`src/adcc_pkg.sv`:
```
// Constants and carrier types for the converter control block.
// Assumes a 32-bit AXI4-Lite master and an analog front end outside.
// Summary of operation
// - Enable bit powers the converter; clearing it aborts a running conversion.
// - Single mode starts one conversion per start write; free-running only the first.
// - First conversion after enabling takes 25 converter clocks, later ones 13.
// - Start bit reads one while converting; writing zero to it does nothing.
// - With auto trigger on, a rising edge of the chosen trigger starts a conversion when none is running.
// - Done flag sets when a conversion ends; the result is stored only if not frozen.
// - Interrupt request is set one clock after done flag, its enable and global enable are all set.
// - Done flag clears when its vector is taken or software writes one to it.
// - Prescale codes 0 and 1 divide by 2, higher codes by 4 up to 128.
// - Differential channels give a two's complement result.
// - After a low byte read the result is frozen until the high byte is read.
// - Right alignment puts bits 9:8 low in high byte; left alignment shifts up.
// - Trigger select acts only with auto trigger on; edge of chosen flag triggers.
// - Switching from a clear source to a set source counts as a rising edge.
// - Selecting free-running code zero never creates a trigger event.
// - Trigger codes 0 to 7 map free run, comparator, ext int 0, timer sources.
// - Reference and channel changes take effect only after the running conversion ends.
// - Alignment changes affect the result bytes immediately.
package adcc_pkg;

  ////////////////////////////////////////////////////////////////////////////
  // Register byte offsets
  localparam logic [7:0] ADCC_CTRL_OFF   = 8'h00;
  localparam logic [7:0] ADCC_RES_LO_OFF = 8'h04;
  localparam logic [7:0] ADCC_RES_HI_OFF = 8'h08;
  localparam logic [7:0] ADCC_TRIG_OFF   = 8'h0C;
  localparam logic [7:0] ADCC_INSEL_OFF  = 8'h10;

  // Control register fields
  localparam int ADCC_EN_BIT    = 7;
  localparam int ADCC_START_BIT = 6;
  localparam int ADCC_AUTO_BIT  = 5;
  localparam int ADCC_FLAG_BIT  = 4;
  localparam int ADCC_IE_BIT    = 3;
  localparam int ADCC_PS_LSB    = 0;
  // Trigger register field
  localparam int ADCC_TS_LSB    = 5;
  // Input select register fields
  localparam int ADCC_REF_LSB   = 6;
  localparam int ADCC_ALIGN_BIT = 5;
  localparam int ADCC_MUX_LSB   = 0;

  // Reset values
  localparam logic [7:0] ADCC_CTRL_RST   = 8'h00;
  localparam logic [7:0] ADCC_TRIG_RST   = 8'h00;
  localparam logic [7:0] ADCC_INSEL_RST  = 8'h00;
  localparam logic [9:0] ADCC_RESULT_RST = 10'h000;

  // Conversion length in converter clock cycles
  localparam logic [4:0] ADCC_FIRST_CYCLES  = 5'h19;
  localparam logic [4:0] ADCC_NORMAL_CYCLES = 5'h0D;

  // Trigger and channel codes
  localparam logic [2:0] ADCC_TS_FREE_RUN = 3'h0;
  localparam logic [4:0] ADCC_DIFF_FIRST  = 5'h08;
  localparam logic [4:0] ADCC_DIFF_LAST   = 5'h1D;

  // AXI responses
  localparam logic [1:0] ADCC_RESP_OKAY   = 2'h0;
  localparam logic [1:0] ADCC_RESP_SLVERR = 2'h2;

  ////////////////////////////////////////////////////////////////////////////
  // Trigger flags, bit index equals trigger code (bit 0 unused)
  typedef struct packed {
    logic t1_capture;
    logic t1_overflow;
    logic t1_compare_b;
    logic t0_overflow;
    logic t0_compare;
    logic ext_int0;
    logic comparator;
    logic unused0;
  } adcc_trig_type;

  typedef struct packed {
    logic [1:0] reference_select;
    logic [4:0] channel_gain_select;
  } adcc_mux_type;

endpackage

```
`src/adcc_top.sv`:
```
// Converter control, prescaler, result and AXI4-Lite register slave.
// Assumes trigger flags and cpu signals come from logic on clk_sys.
//
// Register access over AXI4-Lite and the register offsets were decided locally.
`timescale 1ns/100ps
module adcc_top
  import adcc_pkg::*;
#(
  parameter int ADDR_W   = 8,
  parameter int RESULT_W = 10
)(
  // System
  input  wire logic                clk_sys,
  input  wire logic                srst,
  input  wire logic                ce,
  // AXI4-Lite write
  input  wire logic                awvalid,
  output logic                     awready,
  input  wire logic [ADDR_W-1:0]   awaddr,
  input  wire logic [2:0]          awprot,
  input  wire logic                wvalid,
  output logic                     wready,
  input  wire logic [31:0]         wdata,
  input  wire logic [3:0]          wstrb,
  output logic                     bvalid,
  input  wire logic                bready,
  output logic [1:0]               bresp,
  // AXI4-Lite read
  input  wire logic                arvalid,
  output logic                     arready,
  input  wire logic [ADDR_W-1:0]   araddr,
  input  wire logic [2:0]          arprot,
  output logic                     rvalid,
  input  wire logic                rready,
  output logic [31:0]              rdata,
  output logic [1:0]               rresp,
  // Trigger sources and cpu
  input  adcc_trig_type            trig_flags,
  input  wire logic                global_irq_enable,
  input  wire logic                irq_vector_taken,
  output logic                     irq_request,
  // Analog front end
  input  wire logic [RESULT_W-1:0] sample_value,
  output logic                     converter_power,
  output logic                     conversion_active,
  output adcc_mux_type             mux_active
);

  if (RESULT_W != 10) begin : g_bad_width
    $error("adcc_top supports RESULT_W of 10 only");
  end
  if (ADDR_W < 5) begin : g_bad_addr
    $error("adcc_top needs ADDR_W of at least 5");
  end

  ////////////////////////////////////////////////////////////////////////////
  // Register state
  logic                en_q;
  logic                auto_q;
  logic                flag_q;
  logic                ie_q;
  logic [2:0]          ps_q;
  logic [2:0]          ts_q;
  logic [7:0]          insel_q;
  logic [RESULT_W-1:0] result_q;
  logic                lock_q;
  logic                busy_q;
  logic                first_q;
  logic [4:0]          conv_cnt_q;
  logic [6:0]          div_cnt_q;
  logic                trig_prev_q;
  logic                irq_q;
  adcc_mux_type        mux_q;

  // Bus state
  logic                aw_have_q;
  logic                w_have_q;
  logic [ADDR_W-1:0]   waddr_q;
  logic [7:0]          wbyte_q;
  logic                wlane_q;
  logic                awready_q;
  logic                wready_q;
  logic                bvalid_q;
  logic [1:0]          bresp_q;
  logic                arready_q;
  logic                rvalid_q;
  logic [31:0]         rdata_q;
  logic [1:0]          rresp_q;

  ////////////////////////////////////////////////////////////////////////////
  // Decode
  logic       reg_wr;
  logic       wr_ctrl;
  logic       wr_trig;
  logic       wr_insel;
  logic       wr_mapped;
  logic       rd_go;
  logic       rd_mapped;
  logic       en_next;
  logic       tick;
  logic [6:0] div_last;
  logic [4:0] conv_last;
  logic       done;
  logic       trig_sel;
  logic       trig_edge;
  logic       sw_start;
  logic       free_next;
  logic       start_go;
  logic       diff_sel;
  logic [7:0] res_hi;
  logic [7:0] res_lo;
  logic [7:0] ctrl_rd;
  logic [7:0] rd_byte;
  adcc_trig_type trig_now;

  always_comb
  begin
    reg_wr    = aw_have_q && w_have_q && !bvalid_q && wlane_q;
    wr_ctrl   = reg_wr && waddr_q == ADDR_W'(ADCC_CTRL_OFF);
    wr_trig   = reg_wr && waddr_q == ADDR_W'(ADCC_TRIG_OFF);
    wr_insel  = reg_wr && waddr_q == ADDR_W'(ADCC_INSEL_OFF);
    wr_mapped = waddr_q == ADDR_W'(ADCC_CTRL_OFF)
             || waddr_q == ADDR_W'(ADCC_TRIG_OFF)
             || waddr_q == ADDR_W'(ADCC_INSEL_OFF)
             || waddr_q == ADDR_W'(ADCC_RES_LO_OFF)
             || waddr_q == ADDR_W'(ADCC_RES_HI_OFF);
    rd_go     = arvalid && arready_q;
    rd_mapped = araddr == ADDR_W'(ADCC_CTRL_OFF)
             || araddr == ADDR_W'(ADCC_TRIG_OFF)
             || araddr == ADDR_W'(ADCC_INSEL_OFF)
             || araddr == ADDR_W'(ADCC_RES_LO_OFF)
             || araddr == ADDR_W'(ADCC_RES_HI_OFF);
  end

  ////////////////////////////////////////////////////////////////////////////
  // Prescaler and conversion timing
  always_comb
  begin
    en_next = wr_ctrl ? wbyte_q[ADCC_EN_BIT] : en_q;
    if (ps_q < 3'h2)
      div_last = 7'h01;
    else
      div_last = 7'((8'h01 << ps_q) - 8'h01);
    tick      = en_q && div_cnt_q == div_last;
    conv_last = (first_q ? ADCC_FIRST_CYCLES : ADCC_NORMAL_CYCLES) - 5'h01;
    done      = busy_q && tick && conv_cnt_q == conv_last;
  end

  always_ff @(posedge clk_sys)
  begin
    if (srst)
      div_cnt_q <= '0;
    else if (ce)
    begin
      if (!en_q || tick)
        div_cnt_q <= '0;
      else
        div_cnt_q <= div_cnt_q + 7'h01;
    end
  end

  ////////////////////////////////////////////////////////////////////////////
  // Triggering
  always_comb
  begin
    trig_now  = trig_flags;
    // Code zero reads as a constant low source
    trig_sel  = (ts_q == ADCC_TS_FREE_RUN) ? 1'b0 : trig_now[ts_q];
    trig_edge = auto_q && trig_sel && !trig_prev_q;
    sw_start  = wr_ctrl && wbyte_q[ADCC_START_BIT];
    free_next = done && auto_q && ts_q == ADCC_TS_FREE_RUN;
    start_go  = en_next && (!busy_q || done)
             && (sw_start || trig_edge || free_next);
  end

  always_ff @(posedge clk_sys)
  begin
    if (srst)
      trig_prev_q <= 1'b0;
    else if (ce)
      trig_prev_q <= trig_sel;
  end

  ////////////////////////////////////////////////////////////////////////////
  // Conversion sequencing
  always_ff @(posedge clk_sys)
  begin
    if (srst)
    begin
      busy_q     <= 1'b0;
      first_q    <= 1'b1;
      conv_cnt_q <= '0;
    end
    else if (ce)
    begin
      if (!en_next)
      begin
        busy_q     <= 1'b0;
        first_q    <= 1'b1;
        conv_cnt_q <= '0;
      end
      else if (start_go)
      begin
        busy_q     <= 1'b1;
        conv_cnt_q <= '0;
        first_q    <= first_q && !done;
      end
      else if (done)
      begin
        busy_q     <= 1'b0;
        first_q    <= 1'b0;
        conv_cnt_q <= '0;
      end
      else if (busy_q && tick)
        conv_cnt_q <= conv_cnt_q + 5'h01;
    end
  end

  ////////////////////////////////////////////////////////////////////////////
  // Control register
  always_ff @(posedge clk_sys)
  begin
    if (srst)
    begin
      en_q   <= ADCC_CTRL_RST[ADCC_EN_BIT];
      auto_q <= ADCC_CTRL_RST[ADCC_AUTO_BIT];
      ie_q   <= ADCC_CTRL_RST[ADCC_IE_BIT];
      ps_q   <= ADCC_CTRL_RST[ADCC_PS_LSB +: 3];
    end
    else if (ce && wr_ctrl)
    begin
      en_q   <= wbyte_q[ADCC_EN_BIT];
      auto_q <= wbyte_q[ADCC_AUTO_BIT];
      ie_q   <= wbyte_q[ADCC_IE_BIT];
      ps_q   <= wbyte_q[ADCC_PS_LSB +: 3];
    end
  end

  // Done flag: a completion in the clearing cycle wins
  always_ff @(posedge clk_sys)
  begin
    if (srst)
      flag_q <= ADCC_CTRL_RST[ADCC_FLAG_BIT];
    else if (ce)
    begin
      if (done)
        flag_q <= 1'b1;
      else if (irq_vector_taken || (wr_ctrl && wbyte_q[ADCC_FLAG_BIT]))
        flag_q <= 1'b0;
    end
  end

  always_ff @(posedge clk_sys)
  begin
    if (srst)
      irq_q <= 1'b0;
    else if (ce)
      irq_q <= flag_q && ie_q && global_irq_enable;
  end

  ////////////////////////////////////////////////////////////////////////////
  // Trigger and input select registers
  always_ff @(posedge clk_sys)
  begin
    if (srst)
      ts_q <= ADCC_TRIG_RST[ADCC_TS_LSB +: 3];
    else if (ce && wr_trig)
      ts_q <= wbyte_q[ADCC_TS_LSB +: 3];
  end

  always_ff @(posedge clk_sys)
  begin
    if (srst)
      insel_q <= ADCC_INSEL_RST;
    else if (ce && wr_insel)
      insel_q <= wbyte_q;
  end

  // Selection reaches the front end only between conversions
  always_ff @(posedge clk_sys)
  begin
    if (srst)
      mux_q <= adcc_mux_type'({ADCC_INSEL_RST[ADCC_REF_LSB +: 2],
                               ADCC_INSEL_RST[ADCC_MUX_LSB +: 5]});
    else if (ce && (!busy_q || done))
    begin
      mux_q.reference_select    <= insel_q[ADCC_REF_LSB +: 2];
      mux_q.channel_gain_select <= insel_q[ADCC_MUX_LSB +: 5];
    end
  end

  ////////////////////////////////////////////////////////////////////////////
  // Result capture and lock
  always_comb
  begin
    diff_sel = mux_q.channel_gain_select >= ADCC_DIFF_FIRST
            && mux_q.channel_gain_select <= ADCC_DIFF_LAST;
  end

  always_ff @(posedge clk_sys)
  begin
    if (srst)
      result_q <= ADCC_RESULT_RST;
    else if (ce && done && !lock_q)
    begin
      if (diff_sel)
        result_q <= {~sample_value[RESULT_W-1], sample_value[RESULT_W-2:0]};
      else
        result_q <= sample_value;
    end
  end

  always_ff @(posedge clk_sys)
  begin
    if (srst)
      lock_q <= 1'b0;
    else if (ce && rd_go)
    begin
      if (araddr == ADDR_W'(ADCC_RES_LO_OFF))
        lock_q <= 1'b1;
      else if (araddr == ADDR_W'(ADCC_RES_HI_OFF))
        lock_q <= 1'b0;
    end
  end

  ////////////////////////////////////////////////////////////////////////////
  // Read data
  always_comb
  begin
    if (insel_q[ADCC_ALIGN_BIT])
    begin
      res_hi = result_q[9:2];
      res_lo = {result_q[1:0], 6'h00};
    end
    else
    begin
      res_hi = {6'h00, result_q[9:8]};
      res_lo = result_q[7:0];
    end
    ctrl_rd = '0;
    ctrl_rd[ADCC_EN_BIT]       = en_q;
    ctrl_rd[ADCC_START_BIT]    = busy_q;
    ctrl_rd[ADCC_AUTO_BIT]     = auto_q;
    ctrl_rd[ADCC_FLAG_BIT]     = flag_q;
    ctrl_rd[ADCC_IE_BIT]       = ie_q;
    ctrl_rd[ADCC_PS_LSB +: 3]  = ps_q;
    rd_byte = '0;
    if (araddr == ADDR_W'(ADCC_CTRL_OFF))
      rd_byte = ctrl_rd;
    else if (araddr == ADDR_W'(ADCC_RES_LO_OFF))
      rd_byte = res_lo;
    else if (araddr == ADDR_W'(ADCC_RES_HI_OFF))
      rd_byte = res_hi;
    else if (araddr == ADDR_W'(ADCC_TRIG_OFF))
      rd_byte = {ts_q, 5'h00};
    else if (araddr == ADDR_W'(ADCC_INSEL_OFF))
      rd_byte = insel_q;
  end

  ////////////////////////////////////////////////////////////////////////////
  // AXI4-Lite write channel
  always_ff @(posedge clk_sys)
  begin
    if (srst)
    begin
      aw_have_q <= 1'b0;
      w_have_q  <= 1'b0;
      awready_q <= 1'b1;
      wready_q  <= 1'b1;
      waddr_q   <= '0;
      wbyte_q   <= '0;
      wlane_q   <= 1'b0;
      bvalid_q  <= 1'b0;
      bresp_q   <= ADCC_RESP_OKAY;
    end
    else if (ce)
    begin
      if (awvalid && awready_q)
      begin
        aw_have_q <= 1'b1;
        awready_q <= 1'b0;
        waddr_q   <= awaddr;
      end
      if (wvalid && wready_q)
      begin
        w_have_q <= 1'b1;
        wready_q <= 1'b0;
        wbyte_q  <= wdata[7:0];
        wlane_q  <= wstrb[0];
      end
      if (aw_have_q && w_have_q && !bvalid_q)
      begin
        bvalid_q <= 1'b1;
        bresp_q  <= wr_mapped ? ADCC_RESP_OKAY : ADCC_RESP_SLVERR;
      end
      if (bvalid_q && bready)
      begin
        bvalid_q  <= 1'b0;
        aw_have_q <= 1'b0;
        w_have_q  <= 1'b0;
        awready_q <= 1'b1;
        wready_q  <= 1'b1;
      end
    end
  end

  ////////////////////////////////////////////////////////////////////////////
  // AXI4-Lite read channel
  always_ff @(posedge clk_sys)
  begin
    if (srst)
    begin
      arready_q <= 1'b1;
      rvalid_q  <= 1'b0;
      rdata_q   <= '0;
      rresp_q   <= ADCC_RESP_OKAY;
    end
    else if (ce)
    begin
      if (rd_go)
      begin
        arready_q <= 1'b0;
        rvalid_q  <= 1'b1;
        rdata_q   <= {24'h000000, rd_byte};
        rresp_q   <= rd_mapped ? ADCC_RESP_OKAY : ADCC_RESP_SLVERR;
      end
      else if (rvalid_q && rready)
      begin
        rvalid_q  <= 1'b0;
        arready_q <= 1'b1;
      end
    end
  end

  ////////////////////////////////////////////////////////////////////////////
  // Outputs
  always_comb
  begin
    awready           = awready_q;
    wready            = wready_q;
    bvalid            = bvalid_q;
    bresp             = bresp_q;
    arready           = arready_q;
    rvalid            = rvalid_q;
    rdata             = rdata_q;
    rresp             = rresp_q;
    irq_request       = irq_q;
    converter_power   = en_q;
    conversion_active = busy_q;
    mux_active        = mux_q;
  end

endmodule // adcc_top

```
`config.mk`:
```
export PLATFORM = sky130hd
export DESIGN_NAME = adcc_top
export DESIGN_NICKNAME = d
export VERILOG_FILES = /design/src/adcc_pkg.sv /design/src/adcc_top.sv
export SDC_FILE = /design/constraint.sdc
export NUM_CORES = 1
export LEC_CHECK = 0
export ABC_CLOCK_PERIOD_IN_PS = 4500
export BUFFER_PORTS_ARGS = -buffer_cell sky130_fd_sc_hd__buf_2
export CORE_ASPECT_RATIO = 0.9
export CORE_MARGIN = 2
export CORE_UTILIZATION = 40
export CTS_BUF_LIST = sky130_fd_sc_hd__clkbuf_4
export CTS_CLUSTER_DIAMETER = 150
export DETAILED_ROUTE_END_ITERATION = 8
export PLACE_DENSITY = 0.71
export SETUP_SLACK_MARGIN = 0.02
export SYNTH_ARGS = -nofsm -noshare
export SYNTH_HDL_FRONTEND = slang
export SYNTH_SLANG_ARGS = --single-unit
```
`constraint.sdc`:
```
create_clock -name clk_sys -period 4.5 [get_ports clk_sys]
set_input_delay 0.225 -clock clk_sys [delete_from_list [all_inputs] [get_ports clk_sys]]
set_output_delay 0.225 -clock clk_sys [all_outputs]
set_load 0.005 [all_outputs]
```
# --- After elaboration in Yosys (flattened, before gate mapping) ---
# Index checks and enable logic that the tools add are counted.
word_totals:
  input_bits: 86
  latchBits: 0
  ramBits: 0
  mem_bits_ro: 0
  ff_bits: 88
  memories: 0
  out_inout_bits: 51
op_classes:
  muxes: 44
  div: 0
  mul: 0
  add_sub_neg: 4
  n_lt_le_gt_ge: 4
  n_eq_ne: 12
  shifts: 1
  reduce_logical: 73
  bitwise_logic: 1
op_table:
  columns: ["cell", "n"]
  rows:
  - ["$mux W8", 7]
  - ["$logic_and A1 B1 Y1", 33]
  - ["$eq A8 B4 Y1 const B", 4]
  - ["$mux W1", 26]
  - ["$mux W5", 5]
  - ["$reduce_and A2 Y1", 12]
  - ["$eq A8 B3 Y1 const B", 2]
  - ["$eq A8 B5 Y1 const B", 2]
  - ["$logic_not A8 Y1", 2]
  - ["$mux W7", 2]
  - ["$logic_or A1 B1 Y1", 13]
  - ["$reduce_bool A2 Y1", 6]
  - ["$mux W10", 1]
  - ["$add A7 B1 Y7 const B", 1]
  - ["$eq A7 B7 Y1", 1]
  - ["$shl A1 B3 Y7 const A", 1]
  - ["$sub A7 B1 Y7 const B", 1]
  - ["$logic_not A1 Y1", 6]
  - ["$add A5 B1 Y5 const B", 1]
  - ["$eq A5 B5 Y1", 1]
  - ["$ge A5 B4 Y1 const B", 1]
  - ["$le A5 B5 Y1 const B", 1]
  - ["$sub A5 B1 Y5 const B", 1]
  - ["$lt A3 B4 Y1 const B", 1]
  - ["7 further kinds", 8]

# --- Longest topological paths before layout ---
# Gate-level depths: netlist of run 1.
logic_depth:
  word_depth: 13
  mapped_depth: 9

# --- Worst setup path after synthesis of run 1 ---
# No wires, ideal clock.
synth_path:
  kind: "register to register"
  start: "register ps_q[1]"
  end: "register first_q"
  arrival_time_ps: 1900
  t_required_ps: 4386
  path_slack_ps: 2486
  setup_time_ps: 114
  stages_incl_launch_ff: 8
  cell_sequence: "dfxtp_1 buf_6 a211o_1 o22ai_2 o21ai_2 or3_4 or3_1 a21bo_1"
synth_via:
  elab_chain_len: 13
synth_rtl:
  columns: ["element", "line_no", "rtl"]
  rows:
  - ["from (decl)", "adcc_top.sv:62", "logic [2:0] ps_q;"]
  - ["from (signal assigned)", "adcc_top.sv:228", "ps_q <= ADCC_CTRL_RST[ADCC_PS_LSB +: 3];"]
  - ["from (signal assigned)", "adcc_top.sv:235", "ps_q <= wbyte_q[ADCC_PS_LSB +: 3];"]
  - ["$shl A1 B3 Y7", "adcc_top.sv:143", "div_last = 7'((8'h01 << ps_q) - 8'h01);"]
  - ["$sub A7 B1 Y7", "adcc_top.sv:143", null]
  - ["$mux W7 *", "adcc_top.sv:140", "if (ps_q < 3'h2)"]
  - ["$eq A7 B7 Y1 *", "adcc_top.sv:144", "tick = en_q && div_cnt_q == div_last;"]
  - ["$logic_and A1 B1 Y1 *", "adcc_top.sv:144", null]
  - ["$logic_and A1 B1 Y1 * (2 in series)", "adcc_top.sv:146", "done = busy_q && tick && conv_cnt_q == conv_last;"]
  - ["$logic_and A1 B1 Y1 (2 in series)", "adcc_top.sv:171", "free_next = done && auto_q && ts_q == ADCC_TS_FREE_RUN;"]
  - ["$logic_or A1 B1 Y1", "adcc_top.sv:173", "&& (sw_start || trig_edge || free_next);"]
  - ["$logic_and A1 B1 Y1", "adcc_top.sv:173", null]
  - ["$ne A3 B1 Y1 (no line) / $mux W1 (equally long branches)", null, null]
  - ["$reduce_and A2 Y1 (no line) / $mux W1 (equally long branches)", null, null]
  - ["to (signal assigned)", "adcc_top.sv:206", "first_q <= first_q && !done;"]
  - ["to (decl)", "adcc_top.sv:68", "logic first_q;"]
# Mark *: on every way between the ends. The rest lies on a longest branch, timed or not.
# A chain may end at the register's enable or synchronous reset.

# --- Worst setup path in the final report of run 1 ---
layout_path:
  start: "register ps_q[1]"
  end: "register mux_q (netlist bit mux_active[2])"
layout_via:
  elab_chain_len: 9
layout_rtl:
  columns: ["element", "line_no", "rtl"]
  rows:
  - ["$shl A1 B3 Y7", "adcc_top.sv:143", null]
  - ["$sub A7 B1 Y7", "adcc_top.sv:143", null]
  - ["$mux W7 *", "adcc_top.sv:140", null]
  - ["$eq A7 B7 Y1 *", "adcc_top.sv:144", null]
  - ["$logic_and A1 B1 Y1 *", "adcc_top.sv:144", null]
  - ["$logic_and A1 B1 Y1 * (2 in series)", "adcc_top.sv:146", null]
  - ["$logic_or A1 B1 Y1 *", "adcc_top.sv:285", "else if (ce && (!busy_q || done))"]
  - ["$logic_and A1 B1 Y1 *", "adcc_top.sv:285", null]
  - ["to (signal assigned)", "adcc_top.sv:283", "mux_q <= adcc_mux_type'({ADCC_INSEL_RST[ADCC_REF_LSB +: 2],"]
  - ["to (decl)", "adcc_top.sv:73", "adcc_mux_type mux_q;"]
# Marks and branches as above.

==> metrics.md, run 1 <==
| Metric | Value |
|---|---|
| Part of the power in registers | 58.1% |
| Worst hold stages | 3 |
| Synth area leaders | dfxtp_1, mux2i_1, nand2_1, a21oi_1, nor2_1 |
| Beginning of the worst register-to-register path | ps_q[1]$_SDFFE_PP0P_ |
| Reg2reg path depth | 6 |
| Clk Latency, worst-skew pair | 0.45 ns |
| Total track usage | 18.2% |
| Synthesis-to-finish area growth | 15.3% |
| Yosys top cell area share | 39.9% |
| Clock buffer depth | 2 |
| HP Class | input pin to flop |
| Clock Pin Slew Worst Setup and Hold Paths | 0.13 ns |
| Initial drt markers | 178 |
| Share of cells above drive strength 1 | 18.8% |
| Worst clock skew | 0.0221 ns |
| Tot Pwr | 1.35 mW |
| Critical Path Source | ps_q[1]$_SDFFE_PP0P_ |
| Cells after DPL | 692 |
| Maxcap violations | 0 |
| Ports | 137 |
| Comb power frac | 8.9% |
| Reg-to-reg setup timing slack | 2.11 ns |
| Status | finished clean |
| Actual slew at the worst max-slew pin | 0.764 ns |
| FILL cells | 980 |
| Synth area leader | dfxtp_1 |
| Final setup fails | 0 |
| CP Max Fanout | 8 |
| Cell Area, Synth | 4320 sq um |
| Min Tclk post-route | 2.39 ns |
| H-tree Lvls | 3 |
| Slew HR | 48.9% |
| CTS tree | built |
| Highest clock rate | 418 MHz |
| WL/cell | 14.4 um |
| ANT cells | 0 |
| Final wirelength | 10.4 mm |
| Startpoint Class | flop |
| Finished Core Util | 47.9% |
| GRT Residual Overflow | 0 |
| Met2 Usage GRT | 29.2% |
| First-pass GRT wire length | 17.0 mm |
| Net Sw Power | 353 uW |
| Syn. warnings | 0 |
| Chip height | 103 um |
| Initial antenna violation count | 0 |
| First-pass DRT Iterations | 5 |
| Pwr dens | 272 nW/um^2 |
| Sink Count | 86 |
| Initial Util | 41.6% |
| Critical Path End Type | flop |
| Asr flop ratio synth | 0% |
| Ys flop type | dfxtp_1 |
| DR DRC count | 0 |
| Fin nets | 680 |
| Critical path class | flop to flop |
| Post-Layout Cell Count | 724 |
| Post-route ant nets | 0 |
| Syn Area/Cell | 8.46 sq um |
| Int Pwr | 1.00 mW |
| Core Region | 10400 sq um |
| Die area | 11600 sq um |
| Worst EP arrival | 2.70 ns |
| Reg2reg end | mux_active[2]$_SDFFE_PP0P_ |
| Crit path to | mux_active[2]$_SDFFE_PP0P_ |
| Sw Ratio | 26.1% |
| DP HPWL | 7.58 mm |
| Register area share after synthesis | 39.9% |
| Unrepaired setup endpoints after global routing | no |
| Pin count of the biggest net entering global routing | 72 |
| Max-slew violation count | 0 |
| Vias in the first global route | 3569 |
| Clock share of power | 33.0% |
| Number of flops mapped to enable cells by yosys | 0 |
| Via density | 5.32 |
| Met3 Use GR | 4.29% |
| Seq cells post-synth | 86 |
| Port buffer count | 76 |
| Chip width | 113 um |
| Pleak | 1.96 nW |
| WP data required | 4.81 ns |
| Setup TNS | 0 ns |
| CTS Root Cell | clkbuf_4 |
| TritonCTS Buffers | 9 |
| VDD IR-drop max | 219 uV |
| Grt met1 use | 24.6% |
| Fin crit share | 53.1% |
| Fin. Hold Viols | 0 |
| Rows | 35 |
| GR peak layer | met2 |
| GPL Wtd Cong | 0.844 |
| Distinct cells, synth | 66 |
| Vias | 3854 |
| Cells after synthesis | 510 |
kinds of logic (layout without fill, tap and decap cells):
| group | count (synthesis) | after routing | share of synthesized area (%) |
|---|---|---|---|
| and+or+nand+nor | 204 | 204 | 23.3 |
| AOI/OAI and AO/OA | 101 | 101 | 15.5 |
| DFF | 86 | 86 | 39.9 |
| buffers and inverters | 62 | 122 | 8.09 |
| muxes | 43 | 43 | 10.3 |
| xor gates and xnor gates | 10 | 10 | 2.03 |
| adders and majority gates | 3 | 3 | 0.870 |
| other | 1 | 26 | 0.0869 |
state kept, by name, summed over array words and instances, names as in the netlist, 3 cells and up:
name        cells
result_q       10
insel_q         8
rdata           8
waddr_q         8
wbyte_q         8
div_cnt_q       7
mux_active      7
conv_cnt_q      5
ps_q            3
ts_q            3
power groups by stage:
| stage | sequential (mW) | combinational, mW | clock [mW] |
|---|---|---|---|
| after floorplan | 0.800 | 0.0837 | 0 |
| after global placement | 0.802 | 0.105 | 0 |
| after detailed placement | 0.803 | 0.108 | 0 |
| after CTS | 0.787 | 0.119 | 0.459 |
| after global routing | 0.789 | 0.135 | 0.485 |
| final | 0.786 | 0.120 | 0.447 |
through the flow:
| stage | hold slack, ns | area, sq um | setup WS (ns) |
|---|---|---|---|
| 6_report | 0.0212 | 4970 | 2.11 |
| 3_5_place_dp | 0.447 | 4670 | 2.10 |
| 2_1_floorplan | 0.361 | 4410 | 2.49 |
| 3_3_place_gp | 0.442 | 4670 | 2.16 |
| 4_1_cts | 0.00116 | 4960 | 2.14 |
| 5_1_grt | 0.000633 | 4970 | 1.94 |
synthesized netlist by cell type, types with 3 or more instances:
cell type / number
nor3_1: 7
nor4_1: 3
and3_1: 6
a32oi_1: 4
a31oi_1: 6
buf_2: 3
o21ai_0: 16
o211ai_1: 6
nand3b_1: 8
or3_1: 3
clkbuf_1: 17
nand4_1: 10
xnor2_1: 7
a32o_1: 3
nand3_1: 12
dfxtp_1: 86
nand2_1: 75
a21oi_1: 40
ha_1: 3
nor2_1: 53
inv_1: 12
buf_4: 26
mux2i_1: 40
xor2_1: 3
nand2b_1: 9
o21a_1: 3
area by class of cell:
cell class	instances	area, sq um	share of cell area, %
Tap cell	129	161	3.25
Multi-Input combinational cell	387	2340	47.1
Timing Repair Buffer	95	566	11.4
Inverter	12	45.0	0.906
Clock inverter	5	60.1	1.21
Clock buffer	10	75.1	1.51
Sequential cell	86	1720	34.6
timing repair:
action | in CTS | in global routing
setup buffers | 0 | 0
hold buffers | 16 | 1
resized for setup | 0 | 0
endpoints found under the hold margin | 16 | 1
cell usage in the layout (no fill, tap or decap), types with 2 or more instances in the layout:
cell           count
a21oi_1           40
xnor2_1            7
mux2_2             2
mux2i_1           40
xor2_1             3
inv_1             12
buf_2             76
conb_1            26
a21o_1             2
and3_1             6
and2_1             2
nand4_1           10
a32oi_1            4
clkbuf_4          10
or4_1              2
nand3_1           12
o21a_1             3
o21ai_0           16
nand3b_1           8
nand4b_1           2
dfxtp_1           86
dlygate4sd3_1     17
nor4_1             2
o211ai_1           6
nor2_1            53
or3_1              3
nand2_1           75
buf_4              2
a31oi_1            6
a21oi_2            2
nor4_2             3
a32o_1             3
ha_1               3
nor3_1             7
nand2b_1           9
how the worst min path moves through the flow:
stage | start | end | slack [ns]
2_1_floorplan | awaddr[5] | waddr_q[5]$_SDFFE_PP0P_ | 0.36
3_3_place_gp | waddr_q[5]$_SDFFE_PP0P_ | waddr_q[5]$_SDFFE_PP0P_ | 0.44
3_5_place_dp | rdata[3]$_SDFFE_PP0P_ | rdata[3]$_SDFFE_PP0P_ | 0.45
4_1_cts | wdata[4] | wbyte_q[4]$_SDFFE_PP0P_ | 0.001
5_1_grt | wdata[4] | wbyte_q[4]$_SDFFE_PP0P_ | 0.0006
6_report | sample_value[3] | result_q[3]$_SDFFE_PP0P_ | 0.02
metal layers:
layer / part of all wire [%] / wire length [um]
met2: 46 / 4800
met4: 1.2 / 123
met1: 46 / 4770
met3: 6.8 / 711
met5: 0 / 0
worst max-delay path, cell delays in order (launching register included):
cell	delay [ns]
dfxtp_1	0.57
inv_1	0.15
a21oi_1	0.16
a21oi_1	0.22
o41ai_4	0.81
mux2i_1	0.29
nor2_1	0.05
No activity file was read; power rests on OpenSTA's default activity.
==> inputs of run 2 (changes only) <==
ABC_CLOCK_PERIOD_IN_PS = 2300   (was 4500)
clock period = 2.3 ns   (was 4.5 ns; I/O delays follow)
==> run 2 against run 1 <==
Compared with the run above:
- worst hold slack worse by 0.0024 ns
- highest routed layer unchanged
- count of clock-buffer cells in the layout is 1 lower
- critical endpoint is now first_q$_SDFFE_PP1P_
- critical path type unchanged
- routed wire length increased by 5.6%
==> metrics.md, run 2 (synthesized netlist as in run 1, its figures left out) <==
| Metric | Value |
|---|---|
| Status | finished clean |
| Final setup fails | 0 (unchanged) |
| ANT cells | 0 (unchanged) |
| VDD IR-drop max | 426 uV (+94%) |
| Crit path to | first_q$_SDFFE_PP1P_ |
| CTS Root Cell | clkbuf_4 |
| Placement Setup Slack | 0.0215 ns (-2.08 ns) |
| H-tree Lvls | 3 (unchanged) |
| Post-route ant nets | 0 (unchanged) |
| WL/cell | 14.6 um (+1.4%) |
| Post-Layout Cell Count | 754 (+4.1%) |
| Clk Latency, worst-skew pair | 0.45 ns (about the same) |
| Unrepaired setup endpoints after global routing | no |
| Beginning of the worst register-to-register path | ps_q[2]$_SDFFE_PP0P_ |
| First-pass GRT wire length | 18.0 mm (+5.6%) |
| Critical Path Source | ps_q[2]$_SDFFE_PP0P_ |
| Worst path slowest cell | dfxtp_2 |
| Initial drt markers | 204 (+15%) |
| Core Region | 10400 sq um (unchanged) |
| Max-slew violation count | 0 (unchanged) |
| TritonCTS Buffers | 9 (unchanged) |
| Setup TNS | 0 ns (unchanged) |
| Rows | 35 (unchanged) |
| Maxcap violations | 0 (unchanged) |
| DP HPWL | 7.88 mm (+4.0%) |
| Vias in the first global route | 3641 (+2.0%) |
| HP Class | input pin to flop |
| Pleak | 2.10 nW (+7.3%) |
| Sink Count | 86 (unchanged) |
| Clock buffer depth | 2 (unchanged) |
| Fin crit share | 94.6% (+42 points) |
| GPL Wtd Cong | 0.840 (-0.50%) |
| Top reg by flops | result_q |
| Post-Layout Inst Area | 5260 sq um (+5.8%) |
| Sw Ratio | 26.9% (+0.81 points) |
| Buf+Inv Stages, Crit Path | 0 (-1) |
| Port buffer count | 76 (unchanged) |
| Clock share of power | 33.4% (+0.4 points) |
| Net Sw Power | 729 uW (+110%) |
| Ports | 137 (unchanged) |
| Pin count of the biggest net entering global routing | 47 (-35%) |
| Tot Pwr | 2.71 mW (+100%) |
| Reg2reg end | first_q$_SDFFE_PP1P_ |
| Worst path top cell family by delay | simple AND/OR/NAND/NOR gates |
| GRT Residual Overflow | 0 (unchanged) |
| Initial antenna violation count | 0 (unchanged) |
| Min Tclk post-route | 2.18 ns (-0.213 ns) |
| Largest stage delay, worst path | 0.48 ns (-0.33 ns) |
| First-pass DRT Iterations | 5 (unchanged) |
| Clock Pin Slew Worst Setup and Hold Paths | 0.15 ns (+0.02 ns) |
| Met2 Usage GRT | 31.8% (+2.6 points) |
| Cells after DPL | 704 (+1.7%) |
| Share of cells above drive strength 1 | 21.0% (+2.1 points) |
| Critical Path End Type | flop |
| Actual slew at the worst max-slew pin | 0.618 ns (-0.145 ns) |
| Fin nets | 709 (+4.3%) |
| Fin. Hold Viols | 0 (unchanged) |
| Comb power frac | 9.8% (+0.9 points) |
| Highest clock rate | 459 MHz (+9.8%) |
| Critical path class | flop to flop |
| Chip height | 103 um (unchanged) |
| Synthesis-to-finish area growth | 21.9% |
| Pwr dens | 515 nW/um^2 (+89%) |
| Final WS setup | 0.123 ns (-1.99 ns) |
| DR DRC count | 0 (unchanged) |
| Slew HR | 58.7% (+9.8 points) |
| Leading cell types in the layout, fill and taps excluded | dfxtp_1, buf_2, nand2_1, nor2_1, mux2i_1 |
| CTS tree | built |
| Grt met1 use | 25.9% (+1.3 points) |
| CP Max Fanout | 11 (+3) |
| GR peak layer | met2 |
| Reg2reg path depth | 6 (unchanged) |
| Part of the power in registers | 56.8% (-1.3 points) |
| Die area | 11600 sq um (unchanged) |
| Final wirelength | 11.0 mm (+5.6%) |
| Reg-to-reg setup timing slack | 0.12 ns (-1.99 ns) |
| Vias | 3931 (+2.0%) |
| Startpoint Class | flop |
| Number of flip-flops in the largest register | 10 (unchanged) |
| Worst clock skew | 0.0128 ns (-0.00924 ns) |
| Via density | 5.21 (-2.1%) |
| Placed instance area | 4760 sq um (+1.9%) |
| Worst EP arrival | 2.53 ns (-0.17 ns) |
| Met3 Use GR | 4.41% (+0.12 points) |
| CP Cell Sequence | a21bo_2, a21oi_2, o21ai_2, or3_4, or3_1, a21bo_1 |
| Initial Util | 41.6% (unchanged) |
| WP data required | 2.65 ns (-2.16 ns) |
| Int Pwr | 1.98 mW (+98%) |
| Chip width | 113 um (unchanged) |
| Total track usage | 19.5% (+1.3 points) |
| Commonest non-fill, non-tap cell in the layout | dfxtp_1 |
| Critical Path Stages | 6 (unchanged) |
==> run 2: layout make-up <==
cell class,count,area [sq um]
Clock inverter,7,78.8
Clock buffer,9,67.6
Inverter,12,45.0
Fill cell,969,5120
Sequential cell,86,1730
Multi-Input combinational cell,387,2360
Tap cell,129,161
Timing Repair Buffer,124,823
==> run 2: per-stage QoR <==
step | hold WS (ns) | utilization [%]
CTS | 0.00631 | 50.5
finish | 0.0188 | 50.7
floorplan | 0.251 | -
detailed placement | 0.365 | 45.8
global placement | 0.349 | 45.8
global route | 0.0596 | 50.7
==> run 2: metal layers <==
layer	part of all wire [%]	vias up
li1	-	1966
met1	46	1811
met2	46	135
met3	5.3	19
met4	2.1	0
met5	0	-
==> run 2: repair_timing <==
action	in CTS	in global routing
endpoints found under the setup margin	5	30
setup buffers	1	0
hold buffers	33	0
gates resized for setup	0	6
hold endpoints to repair	33	0
pin swaps	1	0
==> run 2: how the worst min path moves through the flow <==
stage	startpoint	end	slack, ns	cells after the start
final	sample_value[9]	result_q[9]$_SDFFE_PP0P_	0.02	4
after global routing	sample_value[9]	result_q[9]$_SDFFE_PP0P_	0.06	4
after CTS	sample_value[9]	result_q[9]$_SDFFE_PP0P_	0.006	4
after detailed placement	wdata[2]	wbyte_q[2]$_SDFFE_PP0P_	0.36	3
after global placement	sample_value[5]	result_q[5]$_SDFFE_PP0P_	0.35	3
after floorplan	awaddr[5]	waddr_q[5]$_SDFFE_PP0P_	0.25	2
==> run 2: power groups by stage <==
stage / Combinational (mW) / Sequential [mW] / Clock, mW
floorplan: 0.164 / 1.57 / 0
global placement: 0.211 / 1.57 / 0
detailed placement: 0.217 / 1.57 / 0
CTS: 0.261 / 1.54 / 0.927
global route: 0.297 / 1.54 / 0.991
finish: 0.266 / 1.54 / 0.907
==> run 2: worst min-delay path, stage by stage <==
cell and delay, ns:
buf_2 0.08, xnor2_1 0.07, mux2i_1 0.12, nor2_1 0.05
